--- config.mk ---
export PLATFORM = sky130hd
export DESIGN_NAME = vspb_bridge
export DESIGN_NICKNAME = d
export VERILOG_FILES = /design/src/rtl/vspb_pkg.sv /design/src/rtl/vspb_bridge.sv /design/src/rtl/vspb_uart_rx.sv
export VERILOG_INCLUDE_DIRS = /design/src /design/src/rtl
export SDC_FILE = /design/constraint.sdc
export NUM_CORES = 1
export LEC_CHECK = 0
export ABC_AREA = 1
export BUFFER_PORTS_ARGS = -buffer_cell sky130_fd_sc_hd__buf_2
export CORE_MARGIN = 2
export CORE_UTILIZATION = 45
export CTS_BUF_LIST = sky130_fd_sc_hd__clkbuf_4 sky130_fd_sc_hd__clkbuf_8 sky130_fd_sc_hd__clkbuf_16
export CTS_CLUSTER_DIAMETER = 60
export CTS_CLUSTER_SIZE = 28
export DETAILED_ROUTE_END_ITERATION = 7
export GPL_TIMING_DRIVEN = 0
export PLACE_DENSITY = 0.72
export SETUP_SLACK_MARGIN = 0.05
export SLEW_MARGIN = 20
export SYNTH_ARGS = -nofsm -noshare
export SYNTH_HDL_FRONTEND = slang
export SYNTH_HIERARCHICAL = 1
export SYNTH_SLANG_ARGS = --single-unit
--- constraint.sdc ---
create_clock -name clk -period 3.5 [get_ports clk]
set_input_delay 0.175 -clock clk [delete_from_list [all_inputs] [get_ports clk]]
set_output_delay 0.175 -clock clk [all_outputs]
set_load 0.03 [all_outputs]
--- src/rtl/vspb_consts.svh ---
`ifndef VSPB_CONSTS_SVH
`define VSPB_CONSTS_SVH

// ==========================================================
// clock and baud figures
`define VSPB_CLK_HZ 20000000
`define VSPB_BAUD_DEF 115200
`define VSPB_BAUD_MIN 9600
`define VSPB_BAUD_MAX 921600
`define VSPB_DIV_DEF ((`VSPB_CLK_HZ + (`VSPB_BAUD_DEF / 2)) / `VSPB_BAUD_DEF)
`define VSPB_DIV_MAX ((`VSPB_CLK_HZ + (`VSPB_BAUD_MIN / 2)) / `VSPB_BAUD_MIN)
`define VSPB_DIV_MIN ((`VSPB_CLK_HZ + (`VSPB_BAUD_MAX / 2)) / `VSPB_BAUD_MAX)

// ==========================================================
// register word offsets
`define VSPB_REG_CTRL 3'h0
`define VSPB_REG_STATUS 3'h1
`define VSPB_REG_TXDATA 3'h2
`define VSPB_REG_RXDATA 3'h3

// ==========================================================
// field positions
`define VSPB_CTRL_DIV_LSB 0
`define VSPB_CTRL_MODE_LSB 16
`define VSPB_ST_TXFULL 0
`define VSPB_ST_TXBUSY 1
`define VSPB_ST_RXAVAIL 2
`define VSPB_ST_RXFULL 3
`define VSPB_ST_OVERRUN 4
`define VSPB_ST_FRAMEERR 5
`define VSPB_ST_ENABLE 6
`define VSPB_ST_SOCKOPEN 7
`define VSPB_ST_RTSREADY 8
`define VSPB_ST_COUNT_LSB 12
`define VSPB_RXD_VALID 8

// ==========================================================
// frame shape: 8N1
`define VSPB_DATA_BITS 8
`define VSPB_FRAME_UPDATES 4'h9

`endif

--- src/rtl/vspb_pkg.sv ---
package vspb_pkg;

	// ==========================================================
	// handshake modes, in register encoding order
	typedef enum logic [1:0] {
		VSPB_HS_DISABLED,
		VSPB_HS_RTS,
		VSPB_HS_CTS,
		VSPB_HS_RTSCTS
	} vspb_hs_type;

	typedef struct packed {
		vspb_hs_type hsMode;
		logic [15:0] bitDiv;
	} vspb_ctrl_type;

	typedef struct packed {
		logic valid;
		logic [7:0] data;
	} vspb_byte_type;

endpackage

--- src/rtl/vspb_bridge.sv ---
`timescale 1ns/10ps
`include "vspb_consts.svh"

module vspb_bridge import vspb_pkg::*; #(
	parameter int RX_DEPTH = 4
) (
	input wire logic clk,
	input wire logic rst_b,
	input wire logic [2:0] avs_address,
	input wire logic avs_read,
	input wire logic avs_write,
	input wire logic [31:0] avs_writedata,
	output logic [31:0] avs_readdata,
	output logic avs_waitrequest,
	input wire logic targetTxPin,
	output logic targetRxPin,
	output logic ctsOut_b,
	output logic ctsOe,
	input wire logic rtsIn_b,
	input wire logic vcomEnablePin,
	input wire logic sockOpen,
	input wire logic sockInValid,
	input wire logic [7:0] sockInData,
	output logic sockInReady,
	output logic sockOutValid,
	output logic [7:0] sockOutData,
	input wire logic sockOutReady
);

	localparam int PW = (RX_DEPTH > 1) ? $clog2(RX_DEPTH) : 1;
	localparam int CW = $clog2(RX_DEPTH + 1);
	localparam logic [CW-1:0] FULL_CNT = CW'(RX_DEPTH);

	typedef enum logic {TX_IDLE, TX_SHIFT} vspb_txst_type;

	function automatic logic [PW-1:0] nextPtr(input logic [PW-1:0] p);
		nextPtr = (p == PW'(RX_DEPTH - 1)) ? '0 : p + 1'b1;
	endfunction

	function automatic logic [15:0] clampDiv(input logic [15:0] d);
		if (d < 16'(`VSPB_DIV_MIN)) begin
			clampDiv = 16'(`VSPB_DIV_MIN);
		end else if (d > 16'(`VSPB_DIV_MAX)) begin
			clampDiv = 16'(`VSPB_DIV_MAX);
		end else begin
			clampDiv = d;
		end
	endfunction

	vspb_ctrl_type ctrl_q;
	logic rtsMeta_q;
	logic rtsSync_q;
	logic enMeta_q;
	logic enSync_q;
	vspb_byte_type txHold_q;
	vspb_txst_type txState_q;
	logic [9:0] txShift_q;
	logic [3:0] txLeft_q;
	logic [15:0] txCnt_q;
	logic [7:0] rxMem [RX_DEPTH];
	logic [PW-1:0] wrPtr_q;
	logic [PW-1:0] rdPtr_q;
	logic [CW-1:0] rxCount_q;
	logic overrun_q;
	logic frameErr_q;
	logic rxValid;
	logic [7:0] rxData;
	logic rxFrameErr;
	logic pending;
	logic accept;
	logic usbWrite;
	logic usbPop;
	logic sockPush;
	logic sockPop;
	logic rxPush;
	logic txLoad;
	logic txGate;
	logic txFull_d;

	// ==========================================================
	// pin synchronisers
	always_ff @(posedge clk or negedge rst_b) begin
		if (!rst_b) begin
			rtsMeta_q <= 1'b1;
			rtsSync_q <= 1'b1;
			enMeta_q <= 1'b0;
			enSync_q <= 1'b0;
		end else begin
			rtsMeta_q <= rtsIn_b;
			rtsSync_q <= rtsMeta_q;
			enMeta_q <= vcomEnablePin;
			enSync_q <= enMeta_q;
		end
	end

	// ==========================================================
	// bus decode
	assign pending = (avs_read || avs_write) && avs_waitrequest;
	// usb side stalls on a full holding byte; the socket side wins a tie
	assign accept = pending && !(avs_write && avs_address == `VSPB_REG_TXDATA && !sockOpen
		&& (txHold_q.valid || sockInReady));
	assign usbWrite = accept && avs_write && avs_address == `VSPB_REG_TXDATA && !sockOpen;
	assign usbPop = accept && avs_read && avs_address == `VSPB_REG_RXDATA && !sockOpen
		&& rxCount_q != '0;
	assign sockPush = sockInValid && sockInReady;

	always_ff @(posedge clk or negedge rst_b) begin
		if (!rst_b) begin
			avs_waitrequest <= 1'b1;
			avs_readdata <= 32'h0000_0000;
		end else begin
			avs_waitrequest <= !accept;
			if (accept && avs_read) begin
				avs_readdata <= 32'h0000_0000;
				case (avs_address)
					`VSPB_REG_CTRL: begin
						avs_readdata[`VSPB_CTRL_DIV_LSB +: 16] <= ctrl_q.bitDiv;
						avs_readdata[`VSPB_CTRL_MODE_LSB +: 2] <= ctrl_q.hsMode;
					end
					`VSPB_REG_STATUS: begin
						avs_readdata[`VSPB_ST_TXFULL] <= txHold_q.valid;
						avs_readdata[`VSPB_ST_TXBUSY] <= txState_q == TX_SHIFT;
						avs_readdata[`VSPB_ST_RXAVAIL] <= rxCount_q != '0;
						avs_readdata[`VSPB_ST_RXFULL] <= rxCount_q == FULL_CNT;
						avs_readdata[`VSPB_ST_OVERRUN] <= overrun_q;
						avs_readdata[`VSPB_ST_FRAMEERR] <= frameErr_q;
						avs_readdata[`VSPB_ST_ENABLE] <= enSync_q;
						avs_readdata[`VSPB_ST_SOCKOPEN] <= sockOpen;
						avs_readdata[`VSPB_ST_RTSREADY] <= !rtsSync_q;
						avs_readdata[`VSPB_ST_COUNT_LSB +: CW] <= rxCount_q;
					end
					`VSPB_REG_RXDATA: begin
						avs_readdata[`VSPB_RXD_VALID] <= usbPop;
						avs_readdata[7:0] <= usbPop ? rxMem[rdPtr_q] : 8'h00;
					end
					default: begin
						avs_readdata <= 32'h0000_0000;
					end
				endcase
			end
		end
	end

	// ==========================================================
	// control register
	always_ff @(posedge clk or negedge rst_b) begin
		if (!rst_b) begin
			ctrl_q.bitDiv <= 16'(`VSPB_DIV_DEF);
			ctrl_q.hsMode <= VSPB_HS_DISABLED;
		end else if (accept && avs_write && avs_address == `VSPB_REG_CTRL) begin
			ctrl_q.bitDiv <= clampDiv(avs_writedata[`VSPB_CTRL_DIV_LSB +: 16]);
			ctrl_q.hsMode <= vspb_hs_type'(avs_writedata[`VSPB_CTRL_MODE_LSB +: 2]);
		end
	end

	// ==========================================================
	// sticky error flags, set beats clear
	always_ff @(posedge clk or negedge rst_b) begin
		if (!rst_b) begin
			overrun_q <= 1'b0;
			frameErr_q <= 1'b0;
		end else begin
			if (rxValid && rxCount_q == FULL_CNT && !sockPop && !usbPop) begin
				overrun_q <= 1'b1;
			end else if (accept && avs_write && avs_address == `VSPB_REG_STATUS
				&& avs_writedata[`VSPB_ST_OVERRUN]) begin
				overrun_q <= 1'b0;
			end
			if (rxFrameErr) begin
				frameErr_q <= 1'b1;
			end else if (accept && avs_write && avs_address == `VSPB_REG_STATUS
				&& avs_writedata[`VSPB_ST_FRAMEERR]) begin
				frameErr_q <= 1'b0;
			end
		end
	end

	// ==========================================================
	// holding byte toward the target
	assign txGate = (ctrl_q.hsMode == VSPB_HS_CTS || ctrl_q.hsMode == VSPB_HS_RTSCTS)
		&& rtsSync_q;
	assign txLoad = txState_q == TX_IDLE && txHold_q.valid && enSync_q && !txGate;
	assign txFull_d = (txHold_q.valid && !txLoad) || usbWrite || sockPush;

	always_ff @(posedge clk or negedge rst_b) begin
		if (!rst_b) begin
			txHold_q <= '0;
			sockInReady <= 1'b0;
		end else begin
			if (usbWrite) begin
				txHold_q.data <= avs_writedata[7:0];
			end else if (sockPush) begin
				txHold_q.data <= sockInData;
			end
			txHold_q.valid <= txFull_d;
			sockInReady <= sockOpen && !txFull_d;
		end
	end

	// ==========================================================
	// transmitter; rts falling mid-frame never cuts the frame
	always_ff @(posedge clk or negedge rst_b) begin
		if (!rst_b) begin
			txState_q <= TX_IDLE;
			txShift_q <= 10'h3FF;
			txLeft_q <= 4'h0;
			txCnt_q <= 16'h0000;
			targetRxPin <= 1'b1;
		end else begin
			case (txState_q)
				TX_IDLE: begin
					targetRxPin <= 1'b1;
					if (txLoad) begin
						targetRxPin <= 1'b0;
						txShift_q <= {1'b1, 1'b1, txHold_q.data};
						txLeft_q <= `VSPB_FRAME_UPDATES;
						txCnt_q <= ctrl_q.bitDiv - 1'b1;
						txState_q <= TX_SHIFT;
					end
				end
				TX_SHIFT: begin
					if (txCnt_q != 16'h0000) begin
						txCnt_q <= txCnt_q - 1'b1;
					end else if (txLeft_q == 4'h0) begin
						txState_q <= TX_IDLE;
					end else begin
						targetRxPin <= txShift_q[0];
						txShift_q <= {1'b1, txShift_q[9:1]};
						txLeft_q <= txLeft_q - 4'h1;
						txCnt_q <= ctrl_q.bitDiv - 1'b1;
					end
				end
				default: begin
					txState_q <= TX_IDLE;
				end
			endcase
		end
	end

	// ==========================================================
	// receive buffer from the target
	vspb_uart_rx #(
		.DIV_W(16)
	) uRx (
		.clk(clk),
		.rst_b(rst_b),
		.enable(enSync_q),
		.bitDiv(ctrl_q.bitDiv),
		.rxdPin(targetTxPin),
		.rxValid(rxValid),
		.rxData(rxData),
		.frameErr(rxFrameErr)
	);

	assign sockPop = sockOpen && rxCount_q != '0 && (!sockOutValid || sockOutReady);
	assign rxPush = rxValid && (rxCount_q != FULL_CNT || sockPop || usbPop);

	always_ff @(posedge clk or negedge rst_b) begin
		if (!rst_b) begin
			wrPtr_q <= '0;
			rdPtr_q <= '0;
			rxCount_q <= '0;
		end else begin
			if (rxPush) begin
				wrPtr_q <= nextPtr(wrPtr_q);
			end
			if (sockPop || usbPop) begin
				rdPtr_q <= nextPtr(rdPtr_q);
			end
			if (rxPush && !(sockPop || usbPop)) begin
				rxCount_q <= rxCount_q + 1'b1;
			end else if (!rxPush && (sockPop || usbPop)) begin
				rxCount_q <= rxCount_q - 1'b1;
			end
		end
	end

	// storage needs no reset; reads are guarded by the count
	always_ff @(posedge clk) begin
		if (rxPush) begin
			rxMem[wrPtr_q] <= rxData;
		end
	end

	// ==========================================================
	// socket output stage
	always_ff @(posedge clk or negedge rst_b) begin
		if (!rst_b) begin
			sockOutValid <= 1'b0;
			sockOutData <= 8'h00;
		end else if (sockPop) begin
			sockOutValid <= 1'b1;
			sockOutData <= rxMem[rdPtr_q];
		end else if (sockOutReady) begin
			sockOutValid <= 1'b0;
		end
	end

	// ==========================================================
	// clear-to-send toward the target, active low
	always_ff @(posedge clk or negedge rst_b) begin
		if (!rst_b) begin
			ctsOut_b <= 1'b0;
			ctsOe <= 1'b0;
		end else begin
			// one cycle late; the last slot absorbs nothing, so overrun is flagged
			ctsOut_b <= rxCount_q == FULL_CNT;
			ctsOe <= ctrl_q.hsMode == VSPB_HS_RTS
				|| ctrl_q.hsMode == VSPB_HS_RTSCTS;
		end
	end

endmodule

--- src/rtl/vspb_uart_rx.sv ---
`timescale 1ns/10ps
`include "vspb_consts.svh"

module vspb_uart_rx import vspb_pkg::*; #(
	parameter int DIV_W = 16
) (
	input wire logic clk,
	input wire logic rst_b,
	input wire logic enable,
	input wire logic [DIV_W-1:0] bitDiv,
	input wire logic rxdPin,
	output logic rxValid,
	output logic [7:0] rxData,
	output logic frameErr
);

	typedef enum logic [1:0] {RX_IDLE, RX_START, RX_DATA, RX_STOP} vspb_rxst_type;

	vspb_rxst_type state_q;
	logic rxdMeta_q;
	logic rxdSync_q;
	logic [DIV_W-1:0] cnt_q;
	logic [2:0] bitIdx_q;
	logic [7:0] shift_q;

	// ==========================================================
	// pin synchroniser, idles high
	always_ff @(posedge clk or negedge rst_b) begin
		if (!rst_b) begin
			rxdMeta_q <= 1'b1;
			rxdSync_q <= 1'b1;
		end else begin
			rxdMeta_q <= rxdPin;
			rxdSync_q <= rxdMeta_q;
		end
	end

	// ==========================================================
	// frame receiver, samples mid-bit
	always_ff @(posedge clk or negedge rst_b) begin
		if (!rst_b) begin
			state_q <= RX_IDLE;
			cnt_q <= '0;
			bitIdx_q <= 3'h0;
			shift_q <= 8'h00;
			rxValid <= 1'b0;
			rxData <= 8'h00;
			frameErr <= 1'b0;
		end else begin
			rxValid <= 1'b0;
			frameErr <= 1'b0;
			if (!enable) begin
				state_q <= RX_IDLE;
			end else begin
				case (state_q)
					RX_IDLE: begin
						if (!rxdSync_q) begin
							cnt_q <= bitDiv >> 1;
							state_q <= RX_START;
						end
					end
					RX_START: begin
						if (cnt_q == '0) begin
							// glitch shorter than half a bit is dropped
							state_q <= rxdSync_q ? RX_IDLE : RX_DATA;
							cnt_q <= bitDiv - 1'b1;
							bitIdx_q <= 3'h0;
						end else begin
							cnt_q <= cnt_q - 1'b1;
						end
					end
					RX_DATA: begin
						if (cnt_q == '0) begin
							shift_q <= {rxdSync_q, shift_q[7:1]};
							cnt_q <= bitDiv - 1'b1;
							bitIdx_q <= bitIdx_q + 3'h1;
							if (bitIdx_q == 3'h7) begin
								state_q <= RX_STOP;
							end
						end else begin
							cnt_q <= cnt_q - 1'b1;
						end
					end
					RX_STOP: begin
						if (cnt_q == '0) begin
							rxValid <= rxdSync_q;
							frameErr <= !rxdSync_q;
							rxData <= shift_q;
							state_q <= RX_IDLE;
						end else begin
							cnt_q <= cnt_q - 1'b1;
						end
					end
					default: begin
						state_q <= RX_IDLE;
					end
				endcase
			end
		end
	end

endmodule

After elaboration in Yosys (flattened, before gate mapping). Memory sizes are Yosys's and may differ from the RTL's. Cells that the tools add are included.

Bits in registers: 144. RAM bits: 32. Input bits: 53. Output and inout bits: 46. Word-level logic and storage cells: 211. Memories: 1.

Memory list: rxMem (depth 4, width 8, read ports 1, clocked after Yosys merged registers in 0, wr ports 1, line vspb_bridge.sv:60) `logic [7:0] rxMem [RX_DEPTH];`.

Add/subtract/negate cells: 9. Magnitude comparators: 2. Eq/ne operators: 27. Multiplexer cells: 62. Bitwise operators: 1. Reduce and logical (&&, ||, !) cells: 75.

Operator list (count): 16-bit 2-to-1 mux (8); 16-bit one-hot mux with 3 select lines (1); 16-bit by 1-bit subtractor with 16-bit output, second input constant (3); 16-bit one-hot mux with 2 select lines (1); 1-bit logical AND (31); 10-bit 2-to-1 mux (3); 9-bit one-hot mux with 3 select lines (1); 8-bit 2-to-1 mux (3); 1-bit 2-to-1 mux (20); 10-bit one-hot mux with 2 select lines (1); 2-bit 2-to-1 mux (9); 3-bit 2-to-1 mux (6); 16-bit by 12-bit > comparator with 1-bit output, second input constant (1); 16-bit logical NOT (1); 16-bit by 5-bit < comparator with 1-bit output, second input constant (1); 16-bit nonzero test (1); 1-bit logical NOT (13); 2-bit equality test, second input constant (6); 4-bit 2-to-1 mux (3); 3-bit by 2-bit != test with 1-bit output, second input constant (4); 3-bit one-hot mux with 2 select lines (2); 3-bit AND reduction (4); 2-bit nonzero test (6); 1-bit logical OR (10); 23 further kinds (37).

Depth between registers and ports, before layout.
Depth in word-level cells: 16. Mapped depth: 14.

By module. Netlist, hierarchy kept.

Modules (own cells, without submodules): vspb_bridge (times used 1, cells each 866, area each 7154.4 sq um, sequential area each 3509.6 sq um); vspb_uart_rx (times used 1, cells each 460, area each 3104.2 sq um, sequential area each 1028.5 sq um).

Least setup slack after synthesis. Ideal clock, no wire load.

Kind: reg2reg. From: register rxCount_q[0]. To: register rxCount_q[2]. Setup time: 0.131 ns. Arrival time: 2.105 ns. Slack: 1.264 ns. Cell stages (with the launch flop): 15. Cell sequence: dfrtp_1 inv_1 nand2_1 nor2_1 nor2_4 nand4_2 nand2_1 nand2_2 inv_1 ha_1 inv_1 fa_1 a21oi_1 o21ai_0 xor2_1.

Word-level cells in the longest chain between the ends: 9. Elaborated cells between the ends (all ways): 18.

Ends and longest elaborated chain: start, declared (line vspb_bridge.sv:63) `logic [CW-1:0] rxCount_q;`; start signal, assigned (line vspb_bridge.sv:271) `rxCount_q <= rxCount_q + 1'b1;`; start signal, assigned (line vspb_bridge.sv:273) `rxCount_q <= rxCount_q - 1'b1;`; 3-bit nonzero test (line vspb_bridge.sv:104, vspb_bridge.sv:255); 1-bit logical AND (2 in series) (line vspb_bridge.sv:255) `assign sockPop = sockOpen && rxCount_q != '0 && (!sockOutValid || sockOutReady);`; 1-bit logical OR (line vspb_bridge.sv:256) `assign rxPush = rxValid && (rxCount_q != FULL_CNT || sockPop || usbPop);`; 1-bit logical OR (*) (line vspb_bridge.sv:256); 1-bit logical AND (*) (line vspb_bridge.sv:256); via rxPush (line vspb_bridge.sv:75) `logic rxPush;`; 1-bit logical NOT (line vspb_bridge.sv:272) `end else if (!rxPush && (sockPop || usbPop)) begin`; 1-bit logical AND (line vspb_bridge.sv:272); 2-bit nonzero test (no source line).

Mark *: on every way through the listed nets, which the timed path passes. The rest lies on a longest branch. The select of a mux whose other input is x is not followed. A chain may end at the register's enable or synchronous reset.

Worst setup path after layout. Same ends and word-level chain as after synthesis.

==> flow_metrics.py <==
metrics = {
    "layout": {
        "area_growth_pct": 15.5,
        "layout.cells.non_filler": 1743,
        "nets": 1519,
        "drive_gt1_share_pct": 16.5,
    },
    "die": {
        "start_util_pct": 45.6,
        "coreArea_um2": 22500,
        "fp.dieArea_um2": 24000,
        "dieHeight_um": 155,
        "num_rows": 55,
        "io_pins": 99,
        "die_x_um": 155,
    },
    "worst_setup_path": {
        "worstPathMaxFanout": 9,
        "cp_top_family": "simple AND/OR/NAND/NOR gates",
        "cp-start-kind": "flip-flop",
        "worstSetupPathType": "reg -> reg",
        "cp_data_required_time_ns": 3.82,
        "critical_path.cell_chain": "inv_1, nand2_1, nor2_1, nor2_4, nand4_2, nand2_1, nand2_2, inv_1, ha_1, inv_1, fa_1, a21oi_1, o21ai_0, xor2_1",
        "cpMaxStageDelayCell": "dfrtp_1",
        "cpMostUsedCell": "inv_1",
        "path_buf_inv": 3,
        "slowest_delay_ns": 0.43,
        "endpoint_kind": "flip-flop",
        "worstPathArrival_ns": 2.88,
    },
    "placement": {
        "numPlacedInstances": 1694,
        "hpwlAfterDp_mm": 18.6,
        "place.gp.congestion": 0.885,
        "port_buffers": 69,
    },
    "timing": {
        "rsz0062_at_grt": "false",
        "min_period_ns": 2.56,
        "fmax_ghz": 0.390,
        "slew_headroom_pct": 45.3,
        "setup_viol": 0,
        "skew_ns": 0.00785,
        "fin_crit_sh_pct": 73.2,
        "final-hold-violation-count": 0,
        "fin_setup_tns_ns": 0,
        "worst_pin_slew_ns": 0.817,
        "slew_viol_final": 0,
    },
    "power_and_ir_drop": {
        "switching_share_pct": 42.9,
        "vdd_drop_max_uv": 308,
        "p_seq_share_pct": 37.0,
        "p_comb_share_pct": 38.5,
        "switchingPower_w": 0.00348,
        "leakagePower_nw": 5.93,
        "pwr-share-clk_pct": 24.4,
        "p_int_w": 0.00463,
        "powerDensity_nw_per_um2": 685,
    },
    "clock_tree": {
        "clk_path_buf_depth": 2,
        "path_clk_slew_ns": 0.08,
        "root_buffer": "clkbuf_16",
        "postCtsHoldBufs": 16,
        "cts_tree": "done",
        "clock_sink_count": 174,
        "cts_resized": 0,
        "postCtsSetupBuffers": 0,
        "clock_latency_ns": 0.44,
        "htreeDepth": 4,
        "cts-buffers-inserted": 17,
    },
    "logic_synthesis": {
        "synthCells": 1326,
        "ys_types": 51,
        "ys_seq_elements": 174,
        "synth_fa_ha_area_share_pct": 2.76,
        "synth-xor-area-share_pct": 2.65,
        "yosysWarningCount": 6,
        "avgSynthCellArea_um2": 7.74,
        "synth_top_family_by_area": "simple AND/OR/NAND/NOR gates",
        "synth_compound_area_share_pct": 7.40,
        "synthMuxAreaShare_pct": 0.878,
        "yosysSeqAreaShare_pct": 44.2,
        "yosys.area_share.simple_pct": 32.2,
        "netlist_area_um2": 10300,
        "synth_edf_count": 32,
        "synthArstFlopShare_pct": 81.6,
        "ys.flop_type": "dfrtp_1",
    },
    "global_routing": {
        "grtUsageTotal_pct": 21.4,
        "grt.overflow.total": 0,
        "grt_first_pass_wirelength_mm": 41.0,
        "grt_max_degree": 76,
        "grt_pass1_vias": 8232,
        "antenna_found_initial": 1,
    },
    "route": {
        "avgViaCountPerCell": 5.07,
        "wl_per_cell_um": 14.5,
        "drt-initial-drc-count": 570,
        "drc": 0,
        "ant_nets": 0,
        "vias": 8843,
        "wirelength_mm": 25.3,
        "dr.pass1.iters": 6,
    },
    "job": {
        "drv_cap": 0,
    },
    "min_path": {
        "min_path_type": "in -> reg",
    },
    "status": {
        "outcome": "finished, final reports clean",
    },
}
## per-layer routing
metal | track usage, % | part of all wire, % | up-vias | wire length, um
li1 | - | - | 4414 | -
met1 | 28.4 | 44 | 4158 | 11200
met2 | 35.9 | 48 | 233 | 12200
met3 | 3.23 | 4.9 | 38 | 1240
met4 | 7.45 | 2.3 | 0 | 588
met5 | 0 | 0 | - | 0
## sequential cells by signal, summed over array words and instances (netlist names), 2 cells and up
signal / count
uRx/state_q: 2
avs_readdata: 18
wrPtr_q: 2
txLeft_q: 4
uRx/bitIdx_q: 3
uRx/rxData: 8
rxMem: 32
ctrl_q: 18
txShift_q: 8
uRx/shift_q: 8
uRx/cnt_q: 16
sockOutData: 8
rdPtr_q: 2
rxCount_q: 3
txHold_q: 9
txCnt_q: 16
## kinds of logic after synthesis
| group | Yosys count |
|---|---|
| compound gates | 129 |
| xor+xnor | 31 |
| fa+ha+maj | 22 |
| buf+inv | 214 |
| flops | 174 |
| mux | 8 |
| other cells | 1 |
| simple gates | 747 |
## final timing paths
path / slack, ns / to / start / cells past startpoint
setup / recovery: 0.94 / rxCount_q[2] / rxCount_q[0] / 14
hold / removal: 0.03 / ctrl_q[8] / avs_writedata[8] / 3
setup reg to reg: 0.94 / rxCount_q[2] / rxCount_q[0] / 14
hold reg to reg: 0.35 / enSync_q / enMeta_q / 0
max in group asynchronous: 2.42 / rtsSync_q / rst_b / 3
min in group asynchronous: 0.28 / txLeft_q[0] / rst_b / 2
## cells in the mapped netlist (17+ instances only)
cell | n | share of area [%]
buf_4 | 18 | 1.3
a21oi_1 | 17 | 0.83
nand3_1 | 117 | 5.7
dfrtp_1 | 123 | 30
dfstp_2 | 19 | 4.9
nor2_1 | 105 | 3.8
o21ai_0 | 49 | 2.4
nand2_1 | 454 | 17
edfxtp_1 | 32 | 9.4
xor2_1 | 24 | 2.0
inv_1 | 155 | 5.7
ha_1 | 21 | 2.6
o21ai_1 | 26 | 1.3
## worst min-delay path, cell delays in order
cell and delay, ns:
buf_2 0.12, nand3_1 0.07, o21ai_1 0.06
## layout make-up
type,instances,area (um^2)
Antenna cell,1,2.50
Timing Repair Buffer,86,543
Inverter,166,644
Clock buffer,17,425
Sequential cell,174,4540
Clock inverter,15,211
Fill cell,2083,10700
Multi-Input combinational cell,951,4760
Tap cell,285,357
Buffer,48,362
## per-stage QoR
step	power, W	util, %	setup slack (ns)	hold WS [ns]	cell area (um^2)
after floorplan	0.00530	-	1.26	-0.121	10300
after global placement	0.00601	48.9	0.145	0.284	11000
after detailed placement	0.00610	49.1	0.954	0.190	11000
after CTS	0.00813	52.6	0.945	0.0142	11800
after global routing	0.00871	52.6	0.710	0.0293	11800
final	0.00811	52.6	0.936	0.0254	11800
## power by group through the flow
stage	combinational (W)	sequential [W]	clock (W)
floorplan	0.00222	0.00308	0
global placement	0.00299	0.00301	0
detailed placement	0.00307	0.00302	0
CTS	0.00311	0.00299	0.00203
global route	0.00353	0.00306	0.00212
finish	0.00313	0.00300	0.00198
## cell usage in the layout (no fill, tap or decap), drive strengths merged, types with 19 or more instances in the layout
cell type,instances
buf,111
nand4,20
ha,21
clkbuf,24
dfrtp,123
inv,170
o21ai,86
nor2,125
xor2,24
dfstp,19
nand3,122
nand2,473
edfxtp,32
Power figures use the tool's default switching activity.
